**config.mk**
```make
export PLATFORM = sky130hd
export DESIGN_NAME = imx_core
export DESIGN_NICKNAME = d
export VERILOG_FILES = /design/src/imx_pkg.sv /design/src/imx_core.sv /design/src/imx_spi_port.sv
export SDC_FILE = /design/constraint.sdc
export NUM_CORES = 1
export LEC_CHECK = 0
export BUFFER_PORTS_ARGS = -buffer_cell sky130_fd_sc_hd__buf_2
export CAP_MARGIN = 30
export CORE_MARGIN = 4
export CORE_UTILIZATION = 62
export DETAILED_ROUTE_END_ITERATION = 8
export PLACE_DENSITY_LB_ADDON = 0.08
export SYNTH_ARGS = -nofsm -noshare
export SYNTH_HDL_FRONTEND = slang
export SYNTH_SLANG_ARGS = --single-unit
```
**constraint.sdc**
```tcl
create_clock -name i_mclk -period 6.6 [get_ports i_mclk]
set_clock_uncertainty 0.1 [all_clocks]
set_input_delay 0.33 -clock i_mclk [delete_from_list [all_inputs] [get_ports i_mclk]]
set_output_delay 0.33 -clock i_mclk [all_outputs]
set_load 0.01 [all_outputs]
```
**src/imx_pkg.sv**
```systemverilog
/*
 * Shared constants and carrier types for the interrupt mask and primary
 * transceiver control block. Assumes a single 250 MHz core clock and a host
 * that reaches the registers over the serial register port.
 */
package imx_pkg;

	// Register addresses on the serial port.
	localparam logic [5:0] ADDR_MASK   = 6'h05;
	localparam logic [5:0] ADDR_CTRL   = 6'h06;
	localparam logic [5:0] ADDR_STATUS = 6'h24;

	// Reset values and writable-bit masks; reserved bits read as zero.
	localparam logic [15:0] MASK_RST  = 16'h8000;
	localparam logic [15:0] MASK_WMSK = 16'h9F1F;
	localparam logic [15:0] CTRL_RST  = 16'h0000;
	localparam logic [15:0] CTRL_WMSK = 16'h1FB3;

	// Mask register field positions.
	localparam int MASK_ATTN  = 15;
	localparam int MASK_RAMAD = 12;
	localparam int MASK_ARB   = 11;
	localparam int MASK_STRM  = 10;
	localparam int MASK_PLL   = 9;
	localparam int MASK_DEEP  = 8;
	localparam int MASK_DOZE  = 4;

	// Control register field positions.
	localparam int CTRL_TXSTRM = 12;
	localparam int CTRL_RXSTRM = 11;
	localparam int CTRL_CCA    = 10;
	localparam int CTRL_TXSENT = 9;
	localparam int CTRL_RXRCVD = 8;
	localparam int CTRL_TRIG   = 7;
	localparam int CTRL_TYPE_LO = 4;
	localparam int CTRL_SEQ_LO = 0;

	// Sequence and assessment encodings.
	localparam logic [1:0] SEQ_IDLE = 2'h0;
	localparam logic [1:0] SEQ_CCA  = 2'h1;
	localparam logic [1:0] SEQ_RX   = 2'h2;
	localparam logic [1:0] SEQ_TX   = 2'h3;
	localparam logic [1:0] TYPE_CCA = 2'h1;
	localparam logic [1:0] TYPE_ED  = 2'h2;

	// Serial frame layout: header byte, then one data word.
	localparam logic [4:0] HDR_BITS   = 5'h08;
	localparam logic [4:0] FRAME_BITS = 5'h18;
	localparam int         HDR_RD_BIT = 7;

	// Event and status flags, one bit each, in status register order.
	typedef struct packed {
		logic       attn;
		logic       cca_done;
		logic       tx_sent;
		logic       ram_addr_err;
		logic       arb_busy_err;
		logic       strm_data_err;
		logic       pll_unlock;
		logic       rx_rcvd;
		logic [2:0] rsvd;
		logic       doze;
		logic [3:0] event_compare;
	} imx_evt_t;

	// One register access decoded from a serial frame.
	typedef struct packed {
		logic        rd;
		logic        wr;
		logic [5:0]  addr;
		logic [15:0] wdata;
	} imx_req_t;

	// Doze state of the device.
	typedef enum logic {
		IMX_RUN  = 1'b0,
		IMX_DOZE = 1'b1
	} imx_doze_t;

endpackage

```
**src/imx_core.sv**
```systemverilog
/*
 * Interrupt mask, status flags, primary transceiver control and doze state.
 * Registers are reached over the serial register port. Assumes the event
 * inputs, wake and start pins are synchronous one-cycle pulses or levels in
 * the i_mclk domain.
 * Every enable is a plain AND term, so a source left disabled in one
 * register cannot be switched on through the other.
 */
`timescale 1ns/1ps
`default_nettype none
module imx_core (
	input  wire logic              i_mclk,
	input  wire logic              i_sys_rst,
	input  wire logic              i_spi_ce_n,
	input  wire logic              i_spi_clk,
	input  wire logic              i_spi_mosi,
	output logic                   o_spi_miso,
	output logic                   o_spi_miso_oe_n,
	input  wire imx_pkg::imx_evt_t i_evt,
	input  wire logic              i_doze_req,
	input  wire logic              i_wake_n,
	input  wire logic              i_tc2_match,
	input  wire logic              i_tc2p_match,
	input  wire logic              i_seq_start_pin,
	output logic                   o_irq_n,
	output logic                   o_dozing,
	output logic                   o_tmr_clk_en,
	output logic                   o_tx_stream,
	output logic                   o_rx_stream,
	output logic [1:0]             o_cca_type,
	output logic [1:0]             o_xcvr_seq,
	output logic                   o_seq_go
);
	imx_pkg::imx_req_t req;
	logic [15:0]       rd_data;
	logic [15:0]       mask_q;
	logic [15:0]       ctrl_q;
	logic [15:0]       flag_q;
	logic [15:0]       flag_d;
	logic [15:0]       enable;
	logic [15:0]       evt_vec;
	logic              status_rd;
	logic              start_pin_q;
	logic              deep;
	imx_pkg::imx_doze_t doze_q;

	// Frame handling lives in the serial port.
	imx_spi_port u_port (
		.i_mclk      (i_mclk),
		.i_sys_rst   (i_sys_rst),
		.i_spi_ce_n  (i_spi_ce_n),
		.i_spi_clk   (i_spi_clk),
		.i_spi_mosi  (i_spi_mosi),
		.i_rd_data   (rd_data),
		.o_req       (req),
		.o_miso      (o_spi_miso),
		.o_miso_oe_n (o_spi_miso_oe_n)
	);

	// Writable bits only; reserved bits keep their zero default.
	// Masking here spares every reader from filtering reserved positions.
	always_ff @(posedge i_mclk) begin
		if (i_sys_rst)
			mask_q <= imx_pkg::MASK_RST;
		else if (req.wr && req.addr == imx_pkg::ADDR_MASK)
			mask_q <= req.wdata & imx_pkg::MASK_WMSK;
	end

	// The control word steers streaming, triggering and the sequence.
	// Reset leaves the sequence idle so nothing starts before the host programs it.
	always_ff @(posedge i_mclk) begin
		if (i_sys_rst)
			ctrl_q <= imx_pkg::CTRL_RST;
		else if (req.wr && req.addr == imx_pkg::ADDR_CTRL)
			ctrl_q <= req.wdata & imx_pkg::CTRL_WMSK;
	end

	// Register read mux; unmapped addresses read as zero.
	// The address is held from the header on, so the word is stable as it loads.
	always_comb begin
		rd_data = 16'h0000;
		unique case (req.addr)
			imx_pkg::ADDR_MASK:   rd_data = mask_q;
			imx_pkg::ADDR_CTRL:   rd_data = ctrl_q;
			imx_pkg::ADDR_STATUS: rd_data = flag_q;
			default:              rd_data = 16'h0000;
		endcase
	end

	// Enables gathered into status bit order from both registers.
	// Status bits 7 to 5 have no enable and can never reach the pin.
	always_comb begin
		enable                = 16'h0000;
		enable[15]            = mask_q[imx_pkg::MASK_ATTN];
		enable[14]            = ctrl_q[imx_pkg::CTRL_CCA];
		enable[13]            = ctrl_q[imx_pkg::CTRL_TXSENT];
		enable[12]            = mask_q[imx_pkg::MASK_RAMAD];
		enable[11]            = mask_q[imx_pkg::MASK_ARB];
		enable[10]            = mask_q[imx_pkg::MASK_STRM];
		enable[9]             = mask_q[imx_pkg::MASK_PLL];
		enable[8]             = ctrl_q[imx_pkg::CTRL_RXRCVD];
		enable[4]             = mask_q[imx_pkg::MASK_DOZE];
		enable[3:0]           = mask_q[3:0];
	end

	assign evt_vec   = i_evt & 16'hFF1F;
	assign status_rd = req.rd && req.addr == imx_pkg::ADDR_STATUS;

	// Flags set regardless of their enable; an event in the clearing cycle wins.
	// Losing an event costs more than one extra status read, hence the priority.
	generate
		for (genvar b = 0; b < 16; b++) begin : g_flag
			always_comb begin
				flag_d[b] = evt_vec[b] | (flag_q[b] & ~status_rd);
			end
		end
	endgenerate

	always_ff @(posedge i_mclk) begin
		if (i_sys_rst)
			flag_q <= 16'h0000;
		else
			flag_q <= flag_d;
	end

	// Interrupt pin is active low and registered to keep it glitch free.
	// The price is one cycle of latency from flag to pin.
	always_ff @(posedge i_mclk) begin
		if (i_sys_rst)
			o_irq_n <= 1'b1;
		else
			o_irq_n <= ~|(flag_q & enable);
	end

	// Mode outputs mirror the control word through their own flops.
	// A write reaches them one cycle after it lands in the register.
	always_ff @(posedge i_mclk) begin
		if (i_sys_rst) begin
			o_tx_stream <= 1'b0;
			o_rx_stream <= 1'b0;
			o_cca_type  <= 2'h0;
			o_xcvr_seq  <= imx_pkg::SEQ_IDLE;
		end else begin
			o_tx_stream <= ctrl_q[imx_pkg::CTRL_TXSTRM];
			o_rx_stream <= ctrl_q[imx_pkg::CTRL_RXSTRM];
			o_cca_type  <= ctrl_q[imx_pkg::CTRL_TYPE_LO +: 2];
			o_xcvr_seq  <= ctrl_q[imx_pkg::CTRL_SEQ_LO +: 2];
		end
	end

	// Start pin history for its rising edge.
	// It resets low, the pin's idle level, so leaving reset gives no false edge.
	always_ff @(posedge i_mclk) begin
		if (i_sys_rst)
			start_pin_q <= 1'b0;
		else
			start_pin_q <= i_seq_start_pin;
	end

	// One-cycle start of the selected sequence; idle never starts anything.
	// Timer mode ignores the pin, and manual mode ignores both comparator matches.
	always_ff @(posedge i_mclk) begin
		if (i_sys_rst)
			o_seq_go <= 1'b0;
		else if (ctrl_q[1:0] == imx_pkg::SEQ_IDLE)
			o_seq_go <= 1'b0;
		else if (ctrl_q[imx_pkg::CTRL_TRIG])
			o_seq_go <= i_tc2_match | i_tc2p_match;
		else
			o_seq_go <= i_seq_start_pin & ~start_pin_q;
	end

	assign deep = mask_q[imx_pkg::MASK_DEEP];

	// Doze state: deep doze ignores the comparator so the timer can stop.
	// The primed comparator only starts sequences; it never ends a doze.
	always_ff @(posedge i_mclk) begin
		if (i_sys_rst)
			doze_q <= imx_pkg::IMX_RUN;
		else begin
			unique case (doze_q)
				imx_pkg::IMX_RUN:
					if (i_doze_req)
						doze_q <= imx_pkg::IMX_DOZE;
				imx_pkg::IMX_DOZE:
					if (!i_wake_n || (!deep && i_tc2_match))
						doze_q <= imx_pkg::IMX_RUN;
			endcase
		end
	end

	// Timer and prescaler clocks stop only while dozing deeply.
	// The enable is registered, so the timers run one cycle into deep doze.
	always_ff @(posedge i_mclk) begin
		if (i_sys_rst) begin
			o_dozing     <= 1'b0;
			o_tmr_clk_en <= 1'b1;
		end else begin
			o_dozing     <= doze_q == imx_pkg::IMX_DOZE;
			o_tmr_clk_en <= !(doze_q == imx_pkg::IMX_DOZE && deep);
		end
	end

	// Checks below tie outputs to their causes.

	irq_follows_a: assert property (@(posedge i_mclk) disable iff (i_sys_rst)
		|(flag_q & enable) |=> !o_irq_n)
		else $error("irq pin not asserted for enabled flag");

	irq_masked_a: assert property (@(posedge i_mclk) disable iff (i_sys_rst)
		(flag_q & enable) == 16'h0000 |=> o_irq_n)
		else $error("irq pin asserted with no enabled flag");

	flag_sets_a: assert property (@(posedge i_mclk) disable iff (i_sys_rst)
		i_evt.attn |=> flag_q[15])
		else $error("event did not set its flag");

	read_clears_a: assert property (@(posedge i_mclk) disable iff (i_sys_rst)
		status_rd && evt_vec == 16'h0000 |=> flag_q == 16'h0000)
		else $error("status read did not clear flags");

	set_wins_a: assert property (@(posedge i_mclk) disable iff (i_sys_rst)
		status_rd && i_evt.pll_unlock |=> flag_q[9])
		else $error("event lost during clear");

	attn_default_a: assert property (@(posedge i_mclk)
		i_sys_rst |=> mask_q[imx_pkg::MASK_ATTN])
		else $error("attention enable not set after reset");

	deep_hold_a: assert property (@(posedge i_mclk) disable iff (i_sys_rst)
		doze_q == imx_pkg::IMX_DOZE && deep && i_wake_n |=> doze_q == imx_pkg::IMX_DOZE)
		else $error("deep doze left without wake");

	deep_clk_a: assert property (@(posedge i_mclk) disable iff (i_sys_rst)
		doze_q == imx_pkg::IMX_DOZE && deep |=> !o_tmr_clk_en)
		else $error("timer clock running in deep doze");

	tc2_exit_a: assert property (@(posedge i_mclk) disable iff (i_sys_rst)
		doze_q == imx_pkg::IMX_DOZE && !deep && i_tc2_match |=> doze_q == imx_pkg::IMX_RUN ##1 !o_dozing)
		else $error("comparator match did not end doze");

	timed_start_a: assert property (@(posedge i_mclk) disable iff (i_sys_rst)
		ctrl_q[imx_pkg::CTRL_TRIG] && ctrl_q[1:0] != imx_pkg::SEQ_IDLE && i_tc2_match |=> o_seq_go)
		else $error("timer trigger did not start sequence");

	manual_start_a: assert property (@(posedge i_mclk) disable iff (i_sys_rst)
		o_seq_go && !$past(ctrl_q[imx_pkg::CTRL_TRIG]) |-> $past(i_seq_start_pin) && !$past(start_pin_q))
		else $error("manual start without pin edge");

	seq_out_a: assert property (@(posedge i_mclk) disable iff (i_sys_rst)
		$changed(ctrl_q) |=> o_xcvr_seq == $past(ctrl_q[1:0]) && o_cca_type == $past(ctrl_q[5:4]))
		else $error("mode outputs do not follow control word");

	stream_out_a: assert property (@(posedge i_mclk) disable iff (i_sys_rst)
		ctrl_q[imx_pkg::CTRL_TXSTRM] ##1 ctrl_q[imx_pkg::CTRL_TXSTRM] |-> o_tx_stream)
		else $error("transmit stream select not forwarded");

	// Each enable is also checked on its own, the four compare enables as one group,
	// so a swapped field is reported by name rather than hidden behind the shared pin check.

	attn_irq_a: assert property (@(posedge i_mclk) disable iff (i_sys_rst)
		flag_q[15] && mask_q[imx_pkg::MASK_ATTN] |=> !o_irq_n)
		else $error("attention enable ignored");

	ram_err_irq_a: assert property (@(posedge i_mclk) disable iff (i_sys_rst)
		flag_q[12] && mask_q[imx_pkg::MASK_RAMAD] |=> !o_irq_n)
		else $error("address error enable ignored");

	arb_err_irq_a: assert property (@(posedge i_mclk) disable iff (i_sys_rst)
		flag_q[11] && mask_q[imx_pkg::MASK_ARB] |=> !o_irq_n)
		else $error("arbiter busy enable ignored");

	strm_err_irq_a: assert property (@(posedge i_mclk) disable iff (i_sys_rst)
		flag_q[10] && mask_q[imx_pkg::MASK_STRM] |=> !o_irq_n)
		else $error("stream data error enable ignored");

	lock_loss_irq_a: assert property (@(posedge i_mclk) disable iff (i_sys_rst)
		flag_q[9] && mask_q[imx_pkg::MASK_PLL] |=> !o_irq_n)
		else $error("lock loss enable ignored");

	doze_flag_irq_a: assert property (@(posedge i_mclk) disable iff (i_sys_rst)
		flag_q[4] && mask_q[imx_pkg::MASK_DOZE] |=> !o_irq_n)
		else $error("doze timer enable ignored");

	compare_irq_a: assert property (@(posedge i_mclk) disable iff (i_sys_rst)
		|(flag_q[3:0] & mask_q[3:0]) |=> !o_irq_n)
		else $error("event compare enable ignored");

	cca_done_irq_a: assert property (@(posedge i_mclk) disable iff (i_sys_rst)
		flag_q[14] && ctrl_q[imx_pkg::CTRL_CCA] |=> !o_irq_n)
		else $error("assessment done enable ignored");

	tx_sent_irq_a: assert property (@(posedge i_mclk) disable iff (i_sys_rst)
		flag_q[13] && ctrl_q[imx_pkg::CTRL_TXSENT] |=> !o_irq_n)
		else $error("transmit sent enable ignored");

	rx_rcvd_irq_a: assert property (@(posedge i_mclk) disable iff (i_sys_rst)
		flag_q[8] && ctrl_q[imx_pkg::CTRL_RXRCVD] |=> !o_irq_n)
		else $error("packet received enable ignored");

	flag_hold_a: assert property (@(posedge i_mclk) disable iff (i_sys_rst)
		!status_rd |=> (flag_q & $past(flag_q)) == $past(flag_q))
		else $error("flag lost without a status read");

	// Mode, start and reset outputs; an idle sequence must stay quiet
	// whatever the trigger inputs do.

	rx_stream_out_a: assert property (@(posedge i_mclk) disable iff (i_sys_rst)
		ctrl_q[imx_pkg::CTRL_RXSTRM] ##1 ctrl_q[imx_pkg::CTRL_RXSTRM] |-> o_rx_stream)
		else $error("receive stream select not forwarded");

	primed_start_a: assert property (@(posedge i_mclk) disable iff (i_sys_rst)
		ctrl_q[imx_pkg::CTRL_TRIG] && ctrl_q[1:0] != imx_pkg::SEQ_IDLE && i_tc2p_match |=> o_seq_go)
		else $error("primed trigger did not start sequence");

	idle_no_go_a: assert property (@(posedge i_mclk) disable iff (i_sys_rst)
		ctrl_q[1:0] == imx_pkg::SEQ_IDLE |=> !o_seq_go)
		else $error("idle sequence started");

	reset_quiet_a: assert property (@(posedge i_mclk)
		i_sys_rst |=> o_irq_n && !o_seq_go && o_xcvr_seq == imx_pkg::SEQ_IDLE)
		else $error("outputs not quiet after reset");

	// Doze entry, exit and the outputs that report it; the primed match
	// must never end a doze on its own.

	dozing_out_a: assert property (@(posedge i_mclk) disable iff (i_sys_rst)
		doze_q == imx_pkg::IMX_DOZE |=> o_dozing)
		else $error("doze not reported");

	shallow_clk_a: assert property (@(posedge i_mclk) disable iff (i_sys_rst)
		doze_q == imx_pkg::IMX_DOZE && !deep |=> o_tmr_clk_en)
		else $error("timer clock stopped in shallow doze");

	wake_exit_a: assert property (@(posedge i_mclk) disable iff (i_sys_rst)
		doze_q == imx_pkg::IMX_DOZE && !i_wake_n |=> doze_q == imx_pkg::IMX_RUN)
		else $error("wake pin did not end doze");

	doze_stay_a: assert property (@(posedge i_mclk) disable iff (i_sys_rst)
		doze_q == imx_pkg::IMX_DOZE && i_wake_n && !i_tc2_match |=> doze_q == imx_pkg::IMX_DOZE)
		else $error("doze left without an exit cause");

	doze_entry_a: assert property (@(posedge i_mclk) disable iff (i_sys_rst)
		doze_q == imx_pkg::IMX_RUN && i_doze_req |=> doze_q == imx_pkg::IMX_DOZE)
		else $error("doze request ignored");

endmodule
`default_nettype wire

```
**src/imx_spi_port.sv**
```systemverilog
/*
 * Serial register port: turns one chip-enable frame into one register read
 * or write request. Assumes the serial clock is synchronous to i_mclk and
 * each serial half-period lasts at least three core clock cycles.
 */
`timescale 1ns/1ps
`default_nettype none
module imx_spi_port (
	input  wire logic             i_mclk,
	input  wire logic             i_sys_rst,
	input  wire logic             i_spi_ce_n,
	input  wire logic             i_spi_clk,
	input  wire logic             i_spi_mosi,
	input  wire logic [15:0]      i_rd_data,
	output imx_pkg::imx_req_t     o_req,
	output logic                  o_miso,
	output logic                  o_miso_oe_n
);
	logic             sclk_q;
	logic [4:0]       cnt_q;
	logic [15:0]      shin_q;
	logic [15:0]      shout_q;
	logic             rd_frame_q;
	imx_pkg::imx_req_t req_q;
	logic             rise;
	logic             fall;

	assign rise = i_spi_clk & ~sclk_q;
	assign fall = ~i_spi_clk & sclk_q;
	assign o_req = req_q;

	// Edge history of the serial clock.
	always_ff @(posedge i_mclk) begin
		if (i_sys_rst)
			sclk_q <= 1'b0;
		else
			sclk_q <= i_spi_clk;
	end

	// Input shifter and bit counter; extra bits past the word are ignored.
	always_ff @(posedge i_mclk) begin
		if (i_sys_rst || i_spi_ce_n) begin
			cnt_q  <= 5'h00;
			shin_q <= 16'h0000;
		end else if (rise && cnt_q < imx_pkg::FRAME_BITS) begin
			cnt_q  <= cnt_q + 5'h01;
			shin_q <= {shin_q[14:0], i_spi_mosi};
		end
	end

	// Requests are one-cycle pulses; a read fires after the header byte.
	always_ff @(posedge i_mclk) begin
		if (i_sys_rst) begin
			req_q      <= '0;
			rd_frame_q <= 1'b0;
		end else begin
			req_q.rd <= 1'b0;
			req_q.wr <= 1'b0;
			if (!i_spi_ce_n && rise && cnt_q == imx_pkg::HDR_BITS - 5'h01) begin
				rd_frame_q <= shin_q[imx_pkg::HDR_RD_BIT - 1];
				req_q.addr <= {shin_q[4:0], i_spi_mosi};
				req_q.rd   <= shin_q[imx_pkg::HDR_RD_BIT - 1];
			end
			if (!i_spi_ce_n && rise && !rd_frame_q && cnt_q == imx_pkg::FRAME_BITS - 5'h01) begin
				req_q.wr    <= 1'b1;
				req_q.wdata <= {shin_q[14:0], i_spi_mosi};
			end
		end
	end

	// Output shifter: loads with the read word, then moves on falling edges.
	always_ff @(posedge i_mclk) begin
		if (i_sys_rst || i_spi_ce_n) begin
			shout_q     <= 16'h0000;
			o_miso      <= 1'b0;
			o_miso_oe_n <= 1'b1;
		end else begin
			o_miso_oe_n <= 1'b0;
			if (req_q.rd) begin
				shout_q <= i_rd_data;
				o_miso  <= i_rd_data[15];
			end else if (fall && cnt_q > imx_pkg::HDR_BITS && cnt_q < imx_pkg::FRAME_BITS) begin
				shout_q <= {shout_q[14:0], 1'b0};
				o_miso  <= shout_q[14];
			end
		end
	end

endmodule
`default_nettype wire

```
==> metrics <==
CTS resizes 0; number of inserted diodes 0; starting density of the core 65.4%; Net Sw Frac 21.8%; GRT Util Overall 21.4%; Internal 0.866 mW; DRC violations left 0; max cap viols 0; Mapped Cells 464; Async S/R FF share, synth 0%; initial antenna violation count 0; Yosys top cell area share 51.4%; unrepaired setup endpoints after global routing false; Worst Setup SP u_port.o_req[19]; largest net degree at the start of global routing 73; final setup vio count 0; fin nets 510; clock latency on the worst-skew pair roughly 0.35 ns; CTS tree yes; hold_sp i_evt[4]; WP data required 6.72 ns; status completed; hold buffers post-CTS 0; Multi-input gate area 0.00191 sq mm; Final Cycle Share 41.5%; Startpoint Class register; Synth Net Count a little under 500; Rows 29; wire per inst 15.1 um; Max clock buf depth 2; ANT nets after route 0; Synth Register Bits 109; vias after detailed routing 3200; FILL cells around 530; ys flop type dfxtp_1; Arr. time, crit path 2.86 ns; mean post-synth cell area 9.16 sq um; NetSw 0.242 mW; vias in the first global route 3027; layout cell share with drive strength beyond 1 14.4%; clk sink count between 100 and 150; Reg power frac between 60% and 70%; PortBufs 34; Slew Limit Fails 0; drt via density 5.67; Final Hold Fails 0; cell area after synthesis around 0.0042 sq mm; Core ar. roughly 0.0065 sq mm; FMAX 365 MHz; Die W 90.8 um; Fin Hold WS 0.0772 ns; Tot Pwr about 1.1 mW; crit end category register; post-synth top area cell dfxtp_1; WS Path Type register to register; GPL Wtd Cong 0.849; top cells by area, synth dfxtp_1 (51%), nand2_1 (7.9%), a21oi_1 (6.2%); CTS HTree Levels 3; first-pass GRT wire length 14300 um; GRT overflow 0; register area about 0.0022 sq mm; DP Wirelength 6040 um; synth warn 0; number of synthesized flops with an enable pin 0; Slew headroom 34.2%; VDD IR max 0.191 mV; Die Area a little over 0.008 sq mm; Worst-Margin Slew about 1 ns; Setup Fix Bufs, Post-CTS 0; RR Startpoint u_port.o_req[19]; Gate power share under 10%; min-delay worst type primary input to register; Die Ht ~91 um; Pwr Density 241 mW/mm^2; fin crit period 2.74 ns; DRT Pass-1 Iters 4; Detailed Route WL 8520 um; Distinct cells, synth 53; Clock Power Share 36.0%; Lkg Pwr 1.83 nW; Sum Neg Setup Slack 0 ns; Worst Path Max Fanout 16; # IOs 38; commonest cells after routing, fill and taps aside dfxtp_1 (109), nand2_1 (89), a21oi_1 (53); clock-pin slew on the worst setup and hold paths 0.10 ns; CTS root buffer clkbuf_8; initial DRC count approximately 180; register area share after synthesis 51.4%; Layout area overhead 7.98%; Num CTS Buffers 9; most common cell after layout, fill and taps aside dfxtp_1
==> final timing paths <==
check,to,slack [ns],cells past startpoint
worst min register to register,o_tmr_clk_en,0.36,1
worst max register to register,flag_q[15],3.86,5
worst max-delay path,flag_q[15],3.86,5
worst min-delay path,flag_q[4],0.08,3
==> sequential cells by signal, summed over array words and instances (netlist names), 2 cells and up <==
signal and cells:
mask_q 11, u_port.o_req 21, u_port.shin_q 15, flag_q 16, ctrl_q 10, u_port.shout_q 15, o_xcvr_seq 2, o_cca_type 2
u_port.cnt_q 5
==> cell families after synthesis <==
group | synth area share, %
AOI/OAI and AO/OA | 16.5
muxes | 7.80
adders and majority gates | 0.589
buffers and inverters | 3.71
xor gates and xnor gates | 0.618
DFF | 51.4
and+or+nand+nor | 19.5
==> final cells by class <==
cell class                 count  area share (%)
multi-input combinational    322            41.6
clock buffer                  11            3.08
sequential                   109            47.6
clock inverter                 5            1.28
tap                           77            2.10
timing repair buffer          36            4.04
inverter                       4           0.327
==> routing by layer <==
metal,track usage [%],vias up,wire length [um]
met3,6.17,12,341
met2,34.5,67,4110
li1,-,1638,-
met5,0,-,0
met1,27.1,1483,3890
met4,8.54,0,182
==> synth_stat cells, drive strengths merged (2+ instances only) <==
cell type / number
xor2: 2
nand2: 89
a2111oi: 2
o22ai: 3
mux2: 9
nor2: 46
or3b: 4
clkbuf: 21
nand3b: 2
a221oi: 2
o211ai: 8
a22oi: 15
a21boi: 3
o31ai: 2
nor4b: 3
nand2b: 5
inv: 3
and3b: 3
o211a: 9
dfxtp: 109
nor2b: 13
buf: 8
mux2i: 23
o21ai: 2
ha: 2
a21oi: 55
nor3: 4
==> through the flow <==
| stage | cells | instance area [sq um] | setup WS, ns | util (%) |
|---|---|---|---|---|
| final | 564 | 4590 | 3.86 | 70.6 |
| after CTS | 564 | 4590 | 3.85 | 70.6 |
| after floorplan | 464 | 4250 | 4.47 | - |
| after global placement | 548 | 4390 | 3.97 | 67.6 |
| after detailed placement | 548 | 4390 | 3.88 | 67.6 |
| after global routing | 564 | 4590 | 3.64 | 70.6 |
==> critical path, stage by stage (launching register included) <==
cell     delay, ns
dfxtp_1       0.33
or3b_1        0.52
nor4b_4       0.72
nand2_1       0.56
a21oi_1       0.32
nor2_1        0.06
==> power groups by stage <==
stage               clock (mW)  combinational [mW]  sequential, mW
floorplan                    0              0.0228           0.685
global placement             0              0.0350           0.688
detailed placement           0              0.0361           0.688
CTS                      0.411              0.0362           0.673
global route             0.441              0.0401           0.674
finish                   0.399              0.0357           0.673
Power figures use the tool's default switching activity.
